<file path="src/paof_pkg.sv">
// Constants shared by the port alternate-function override block.
// Assumes one 200 MHz clock domain and a synchronous active-high reset.
package paof_pkg;
   //==========================================================
   // Pin indexing
   localparam int PAOF_NUM_OVR = 10;
   localparam int PAOF_NUM_PC = 16;
   localparam int PAOF_IDX_B6 = 8;
   localparam int PAOF_IDX_B7 = 9;
   localparam int PAOF_PC_B6 = 14;
   localparam int PAOF_PC_B7 = 15;
   localparam int PAOF_PC_B0 = 8;
   localparam int PAOF_PC_B1 = 9;
   localparam int PAOF_SYNC_STAGES = 2;
   //==========================================================
   // Pull-up combination {dir, out, pud} that enables the pull-up
   localparam logic [2:0] PAOF_PULLUP_COMBO = 3'h2;
   localparam logic [15:0] PAOF_SYNC_RST = 16'h0000;
endpackage : paof_pkg

</file>
<file path="src/paof_override.sv">
// Override logic for port A pins 7..0 and port B pins 7 and 6.
// Assumes the port registers, peripherals and fuses share clk; pins are asynchronous.
//
// How it works
// Three-wire serial data output replaces port A pin 1 value; drives only if direction set.
// Port A pin 1 output bit still enables pull-up when input and set.
// Serial data input does not override; software makes that pin an input.
// Port A pins 7..4 have all output-side overrides at constant 0.
// Pins 7..4 input override: mask and group enable, or digital-disable; value is disable.
// Port A pin 3 output overrides 0; input override from mask and group, value 0.
// Pin 2 input override: mask/group, irq one, disable, or start-irq with position.
// Reset-disable fuse programmed makes port B pin 7 an ordinary I/O pin.
// Reset-disable fuse unprogrammed ties port B pin 7 to reset, not I/O.
// As reset pin, port B pin 7 direction, output and input read 0.
// Debug fuse with lock unprogrammed makes reset pin open-drain, pull-up on.
// Port A pin n is change source n; port B 7 and 6 are 15 and 14.
// Port B pins 1 and 0 are sources 9 and 8 of change group 1.
// Port B pin 6 supplies the timer 0 external count input.
// Port B pin 6 is the source of external interrupt 0.
// Without pull-up override, pull-up on only for combination 0b010, else override value.
// Direction override enable selects override value for driver, else direction bit.
// Value override with driver on selects override value, else output bit.
// Input-enable override sets the input buffer enable regardless of sleep state.
// Overrides are combinational per pin; peripherals get inputs after the buffer.
module paof_override
   import paof_pkg::*;
(
   input wire logic clk, // 200 MHz clock
   input wire logic srst, // Synchronous reset, active high
   input wire logic [7:0] porta_dir, // Port A direction bits
   input wire logic [7:0] porta_out, // Port A output bits
   input wire logic [7:0] porta_pin_i, // Port A pad levels
   output logic [7:0] porta_pin_o, // Port A pad drive value
   output logic [7:0] porta_pin_oe, // Port A driver enable
   output logic [7:0] porta_pullup, // Port A pull-up enable
   output logic [7:0] porta_in_en, // Port A input buffer enable
   output logic [7:0] porta_toggle, // Port A output bit toggle request
   input wire logic [1:0] portb_hi_dir, // Port B pins 7,6 direction bits
   input wire logic [1:0] portb_hi_out, // Port B pins 7,6 output bits
   input wire logic [1:0] portb_hi_pin_i, // Port B pins 7,6 pad levels
   output logic [1:0] portb_hi_pin_o, // Port B pins 7,6 drive value
   output logic [1:0] portb_hi_pin_oe, // Port B pins 7,6 driver enable
   output logic [1:0] portb_hi_pullup, // Port B pins 7,6 pull-up enable
   output logic [1:0] portb_hi_in_en, // Port B pins 7,6 input buffer enable
   input wire logic [5:0] portb_lo_pin_i, // Port B pins 5..0 pad levels
   input wire logic portb_pin2_dir, // Port B pin 2 direction bit
   input wire logic portb_pin2_out, // Port B pin 2 output bit
   input wire logic portb_pin0_dir, // Port B pin 0 direction bit
   input wire logic portb_pin0_out, // Port B pin 0 output bit
   input wire logic pullup_disable, // Global pull-up disable
   input wire logic sleep_state, // High while asleep
   input wire logic [15:0] pin_change_mask, // Pin-change masks by source
   input wire logic pin_change_group_en, // Pin-change group enable
   input wire logic [7:0] porta_analog_disable, // Port A digital-disable bits
   input wire logic [1:0] portb_hi_analog_disable, // Port B 7,6 digital-disable bits
   input wire logic serial_twowire_mode, // Serial two-wire mode
   input wire logic serial_threewire_mode, // Serial three-wire mode
   input wire logic serial_position_select, // Serial pins on port A
   input wire logic serial_clock_stretch, // Serial clock hold low
   input wire logic serial_clock_toggle, // Serial clock toggle request
   input wire logic serial_start_irq_en, // Serial start-detect irq enable
   input wire logic serial_data_out, // Serial data output bit
   input wire logic serial_sda_out, // Serial two-wire data drive
   input wire logic ext_irq_one_en, // External interrupt 1 enable
   input wire logic reset_pin_disable_fuse, // High when fuse programmed
   input wire logic single_wire_debug_fuse, // High when fuse programmed
   input wire logic lock_bits_clear, // High when lock bits unprogrammed
   input wire logic single_wire_debug_tx, // High pulls debug line low
   output logic portb_pin7_dir, // Pin 7 direction read-back
   output logic portb_pin7_out, // Pin 7 output read-back
   output logic portb_pin7_in, // Pin 7 input read-back
   output logic reset_pin_active, // External reset request
   output logic single_wire_debug_io, // Debug line receive level
   output logic [15:0] pin_change_in, // Pin-change sources
   output logic [1:0] pin_change_group1, // Group 1 sources 9,8
   output logic serial_data_in, // Serial data input
   output logic serial_shift_clock, // Serial clock input
   output logic ext_irq_one, // External interrupt 1 input
   output logic ext_irq_zero, // External interrupt 0 input
   output logic timer0_ext_count, // Timer 0 count input
   output logic timer0_capture_in // Timer 0 capture input
);
   //==========================================================
   // State
   typedef struct packed {
      logic [15:0] sync1;
      logic [15:0] sync2;
   } paof_state_s;

   paof_state_s state_reg;
   paof_state_s state_next;

   // Pads pass both stages before any logic reads them
   always_comb begin
      state_next = state_reg;
      state_next.sync1 = {portb_hi_pin_i, portb_lo_pin_i, porta_pin_i};
      state_next.sync2 = state_reg.sync1;
   end

   always_ff @(posedge clk) begin
      if (srst) begin
         state_reg <= '{sync1: PAOF_SYNC_RST, sync2: PAOF_SYNC_RST};
      end else begin
         state_reg <= state_next;
      end
   end

   //==========================================================
   // Mode decode
   // Fuse inputs are high when programmed
   logic reset_mode;
   logic debug_mode;
   logic pc_grp;
   logic [7:0] pa_pc;
   assign reset_mode = ~reset_pin_disable_fuse;
   assign debug_mode = reset_mode & single_wire_debug_fuse & lock_bits_clear;
   assign pc_grp = pin_change_group_en;
   assign pa_pc = pin_change_mask[7:0] & {8{pc_grp}};

   //==========================================================
   // Override signals, index 0..7 port A, 8 port B6, 9 port B7
   logic [9:0] pu_oe, pu_ov;
   logic [9:0] dd_oe, dd_ov;
   logic [9:0] pv_oe, pv_ov, pt_oe;
   logic [9:0] die_oe, die_ov;
   logic [9:0] dir_v, out_v;

   always_comb begin
      pu_oe = '0;
      pu_ov = '0;
      dd_oe = '0;
      dd_ov = '0;
      pv_oe = '0;
      pv_ov = '0;
      pt_oe = '0;
      die_oe = '0;
      die_ov = '0;
      die_oe[7:4] = pa_pc[7:4] | porta_analog_disable[7:4];
      die_ov[7:4] = porta_analog_disable[7:4];
      die_oe[3] = pa_pc[3];
      dd_oe[2] = serial_twowire_mode & serial_position_select;
      dd_ov[2] = (serial_clock_stretch | portb_pin2_out) & portb_pin2_dir & serial_position_select;
      pv_oe[2] = serial_twowire_mode & portb_pin2_dir;
      pt_oe[2] = serial_clock_toggle & serial_position_select;
      die_oe[2] = pa_pc[2] | ext_irq_one_en | porta_analog_disable[2]
         | (serial_start_irq_en & serial_position_select);
      die_ov[2] = porta_analog_disable[2];
      pv_oe[1] = serial_threewire_mode & serial_position_select;
      pv_ov[1] = serial_data_out & serial_position_select;
      die_oe[1] = pa_pc[1] | porta_analog_disable[1];
      die_ov[1] = porta_analog_disable[1];
      dd_oe[0] = serial_twowire_mode & serial_position_select;
      dd_ov[0] = (serial_sda_out | portb_pin0_out) & portb_pin0_dir & serial_position_select;
      pv_oe[0] = serial_twowire_mode & portb_pin0_dir & serial_position_select;
      die_oe[0] = pa_pc[0] | porta_analog_disable[0] | (serial_start_irq_en & serial_position_select);
      die_ov[0] = porta_analog_disable[0];
      die_oe[PAOF_IDX_B6] = pin_change_mask[PAOF_PC_B6] & pc_grp
         | portb_hi_analog_disable[0];
      die_ov[PAOF_IDX_B6] = portb_hi_analog_disable[0];
      // Pin 7 as reset input or open-drain debug line
      pu_oe[PAOF_IDX_B7] = reset_mode;
      pu_ov[PAOF_IDX_B7] = 1'b1;
      dd_oe[PAOF_IDX_B7] = reset_mode;
      dd_ov[PAOF_IDX_B7] = debug_mode & single_wire_debug_tx;
      pv_oe[PAOF_IDX_B7] = reset_mode;
      pv_ov[PAOF_IDX_B7] = 1'b0;
      die_oe[PAOF_IDX_B7] = reset_mode & ~debug_mode;
      die_ov[PAOF_IDX_B7] = 1'b1;
   end

   assign dir_v = {portb_hi_dir, porta_dir};
   assign out_v = {portb_hi_out, porta_out};

   //==========================================================
   // Per-pin resolve
   logic [9:0] pin_o, pin_oe, pin_pu, pin_ie;
   genvar gi;
   generate
      for (gi = 0; gi < PAOF_NUM_OVR; gi++) begin : g_pin
         assign pin_oe[gi] = dd_oe[gi] ? dd_ov[gi] : dir_v[gi];
         assign pin_o[gi] = pv_oe[gi] ? pv_ov[gi] : out_v[gi];
         assign pin_pu[gi] = pu_oe[gi] ? pu_ov[gi]
            : ({dir_v[gi], out_v[gi], pullup_disable} == PAOF_PULLUP_COMBO);
         // Override value high turns the buffer off
         assign pin_ie[gi] = die_oe[gi] ? ~die_ov[gi] : ~sleep_state;
      end
   endgenerate

   assign porta_pin_o = pin_o[7:0];
   assign porta_pin_oe = pin_oe[7:0];
   assign porta_pullup = pin_pu[7:0];
   assign porta_in_en = pin_ie[7:0];
   assign porta_toggle = pt_oe[7:0];
   assign portb_hi_pin_o = pin_o[9:8];
   assign portb_hi_pin_oe = pin_oe[9:8];
   assign portb_hi_pullup = pin_pu[9:8];
   assign portb_hi_in_en = pin_ie[9:8];

   //==========================================================
   // Input routing
   // Gating after the synchroniser keeps raw pads out of logic
   logic [15:0] din;
   always_comb begin
      din = state_reg.sync2;
      din[7:0] = state_reg.sync2[7:0] & pin_ie[7:0];
      din[PAOF_PC_B6] = state_reg.sync2[PAOF_PC_B6] & pin_ie[PAOF_IDX_B6];
      din[PAOF_PC_B7] = state_reg.sync2[PAOF_PC_B7] & pin_ie[PAOF_IDX_B7];
   end

   assign pin_change_in = din;
   assign pin_change_group1 = {din[PAOF_PC_B1], din[PAOF_PC_B0]};
   assign serial_data_in = din[0];
   assign serial_shift_clock = din[2];
   assign ext_irq_one = din[2];
   assign timer0_capture_in = din[4];
   assign timer0_ext_count = din[PAOF_PC_B6];
   assign ext_irq_zero = din[PAOF_PC_B6];
   assign reset_pin_active = reset_mode & ~debug_mode & ~state_reg.sync2[PAOF_PC_B7];
   assign single_wire_debug_io = debug_mode & state_reg.sync2[PAOF_PC_B7];
   assign portb_pin7_dir = portb_hi_dir[1] & ~reset_mode;
   assign portb_pin7_out = portb_hi_out[1] & ~reset_mode;
   assign portb_pin7_in = din[PAOF_PC_B7] & ~reset_mode;
endmodule : paof_override

</file>
<file path="config.mk">
export PLATFORM = sky130hd
export DESIGN_NAME = paof_override
export DESIGN_NICKNAME = d
export VERILOG_FILES = /design/src/paof_pkg.sv /design/src/paof_override.sv
export SDC_FILE = /design/constraint.sdc
export NUM_CORES = 1
export LEC_CHECK = 0
export BUFFER_PORTS_ARGS = -buffer_cell sky130_fd_sc_hd__clkbuf_2
export CORE_AREA = 2 2 68 70
export DETAILED_ROUTE_END_ITERATION = 10
export DIE_AREA = 0 0 70 72
export PLACE_DENSITY = 0.8
export SYNTH_ARGS = -nofsm -noshare
export SYNTH_HDL_FRONTEND = slang
export SYNTH_SLANG_ARGS = --single-unit
</file>
<file path="constraint.sdc">
create_clock -name clk -period 3.15 [get_ports clk]
set_clock_uncertainty 0.05 [all_clocks]
set_input_delay 0.7875 -clock clk [delete_from_list [all_inputs] [get_ports clk]]
set_output_delay 0.7875 -clock clk [all_outputs]
set_load 0.02 [all_outputs]
</file>
==> results.py <==
metrics = {
    "pwr": {
        "swShare_pct": 26.54,
        "clockPowerShare_pct": 33.6,
        "finalPower_mw": 0.9580,
        "p_sw_mw": 0.2543,
        "p_leak_nw": 1.253,
        "p_int_mw": 0.7037,
        "power_frac_comb_pct": 21.7,
        "power_density_nw_per_um2": 436.8,
        "vdd_ir_drop_max_uv": 357.2,
        "pwr-share-seq_pct": 44.7,
    },
    "floorplan": {
        "pin_count": 161,
        "dieArea_sq_um": 5040,
        "core_sq_um": 4264,
        "dieHeight_um": 72,
        "dieWidth_um": 70,
        "start_util_pct": 37.06,
        "row_count": 24,
    },
    "critical_path": {
        "cp-end-kind": "primary output",
        "startpoint_type": "input pin",
        "cp_cell_sequence": "clkbuf_2 -> a211oi_1 -> clkbuf_2",
        "cp.required_ns": 2.31,
        "critPathKind": "input pin to primary output",
        "worst-path-buf-inv": 2,
        "worstPathArrival_ns": 1.82,
        "slowest_stage": "a211oi_1",
        "ff2ff_setup_slack_ns": 2.56,
        "cpPeakStageDelay_ns": 0.51,
        "critPathMaxFanout": 18,
        "cpLargestDelayFamily": "buffers and inverters",
        "crit_top_cell": "clkbuf_2",
    },
    "place": {
        "gp_congestion": 0.8209,
        "place_inst": 337,
        "hpwl_um": 3190,
        "portBuffers": 144,
    },
    "logic_synthesis": {
        "synth_cells": 176,
        "seq_area_frac_synth_pct": 40.54,
        "synth_edf_count": 0,
        "syn_area_sq_um": 1580,
        "yosysUniqueCellTypes": 24,
        "synth_ff_type": "dfxtp_1",
        "syn_avg_cell_area_sq_um": 8.979,
        "synthArstFlopShare_pct": 0,
        "yosysWarnings": 0,
        "ys_seq_elements": 32,
    },
    "cells_and_area": {
        "register_area_sq_um": 640.6,
        "num-nets-final": 376,
        "final_common_cell": "clkbuf_2",
        "num-fill-cells": 412,
        "syn2layout_area_growth_pct": 38.80,
        "diodes": 0,
        "multiInputGateArea_sq_um": 625.6,
        "finalNonFillerCells": 344,
        "finish.utilization_pct": 51.44,
        "final_cell_mix": "clkbuf_2, dfxtp_1, and2b_1, a21oi_1, nor3b_1",
        "drive_gt1_share_pct": 52.40,
        "largest_register_ffs": 16,
    },
    "grt": {
        "grtUsageMet2_pct": 28.57,
        "antenna_found_initial": 0,
        "grt_remaining_overflow": 0,
        "track_usage_pct": 14.34,
        "grt_busiest_layer": "met2",
        "grt_pass1_vias": 1359,
        "met3_usage_pct": 5.556,
        "grt_pass1_wl_um": 5740,
        "grt_use_met1_pct": 13.06,
        "grt_max_degree": 33,
    },
    "timing": {
        "worst_pin_slew_ns": 0.4919,
        "hold_violations": 0,
        "setup_violations": 0,
        "setup_tns_ns": 0,
        "fin_crit_sh_pct": 84.38,
        "period_minus_slack_ns": 2.658,
        "holdWs_ns": 0.3783,
        "slew_headroom_pct": 67.01,
        "fmax_mhz": 376.2,
        "rsz0062_at_grt": "false",
        "drv_slew": 0,
    },
    "cts": {
        "clkTransAtPathRegs_ns": 0.06,
        "cts_setup_buffers": 0,
        "cts_root_buf": "clkbuf_8",
        "ctsHtreeMaxLevel": 2,
        "numCtsBuffers": 5,
        "cts-resized-gates": 0,
        "hold_buffers": 0,
        "worstSkewPairLatency_ns": 0.27,
        "cts_buffer_depth": 2,
        "clock_sinks": 32,
        "cts_tree": "built",
    },
    "drt": {
        "dr.first_iter.drc_count": 44,
        "vias": 1499,
        "wire_per_inst_um": 10.91,
        "firstDrtPassIters": 4,
        "ant_nets": 0,
        "drc": 0,
        "vias_per_cell": 4.358,
        "wl_um": 3753,
    },
    "flow_run": {
        "drv_cap": 0,
    },
    "outcome": {
        "outcome": "completed",
    },
    "worst_hold_path": {
        "hp-class": "flip-flop to flip-flop",
    },
}
per-stage QoR:
| step | worst slack, ns | area [sq um] |
|---|---|---|
| floorplan | 0.3439 | 1603 |
| global placement | 0.4510 | 2097 |
| detailed placement | 0.4355 | 2097 |
| CTS | 0.4448 | 2193 |
| global route | 0.3864 | 2193 |
| finish | 0.4920 | 2193 |
power groups by stage:
stage                     clock (mW)  sequential (mW)  combinational [mW]
after global placement             0            0.437               0.207
final                          0.322            0.428               0.208
after global routing           0.357            0.430               0.227
after detailed placement           0            0.438               0.210
after floorplan                    0            0.436               0.142
after CTS                      0.334            0.429               0.210
layout make-up:
cell class              count  share of cell area [%]
multi-input cells          98                   28.52
well taps                  52                   2.966
clock buffers               7                   4.392
flip-flops and latches     32                   29.21
repair buffers            145                   33.20
inverters                  10                   1.711
cells by family (layout without fill, tap and decap cells):
| family | count (synthesis) | in the layout | synth area share (%) |
|---|---|---|---|
| AOI/OAI and AO/OA | 28 | 28 | 11.64 |
| buffers and inverters | 52 | 162 | 21.30 |
| DFF | 32 | 32 | 40.54 |
| muxes | 1 | 1 | 0.7125 |
| other | 1 | 7 | 0.2373 |
| and+or+nand+nor | 62 | 62 | 25.57 |
routing by layer:
| metal | vias to the layer above | part of all wire [%] | routed length [um] |
|---|---|---|---|
| met2 | 80 | 56 | 2092 |
| li1 | 761 | - | - |
| met4 | 0 | 1.1 | 42 |
| met3 | 4 | 9.5 | 356 |
| met5 | - | 0 | 0 |
| met1 | 654 | 34 | 1262 |
path summary, 6_finish.rpt:
kind,start,endpoint,depth (start not counted)
worst min-delay path,state_next[4]$_SDFF_PP0_,state_reg[4]$_SDFF_PP0_,1
worst max-delay path,sleep_state,ext_irq_zero,3
worst min register to register,state_next[4]$_SDFF_PP0_,state_reg[4]$_SDFF_PP0_,1
worst max register to register,state_next[0]$_SDFF_PP0_,state_reg[0]$_SDFF_PP0_,1
cells in the mapped netlist, types with 3 or more instances:
library cell,instances,share of area (%)
a211oi_1,6,2.9
a21boi_0,3,1.4
a21oi_1,12,3.8
and2_1,3,1.2
and2b_1,24,11
buf_4,35,17
clkbuf_1,4,0.95
dfxtp_1,32,41
inv_1,10,2.4
nand2_1,10,2.4
nor2b_1,9,3.6
nor3b_1,11,5.2
No activity file was read; power rests on OpenSTA's default activity.
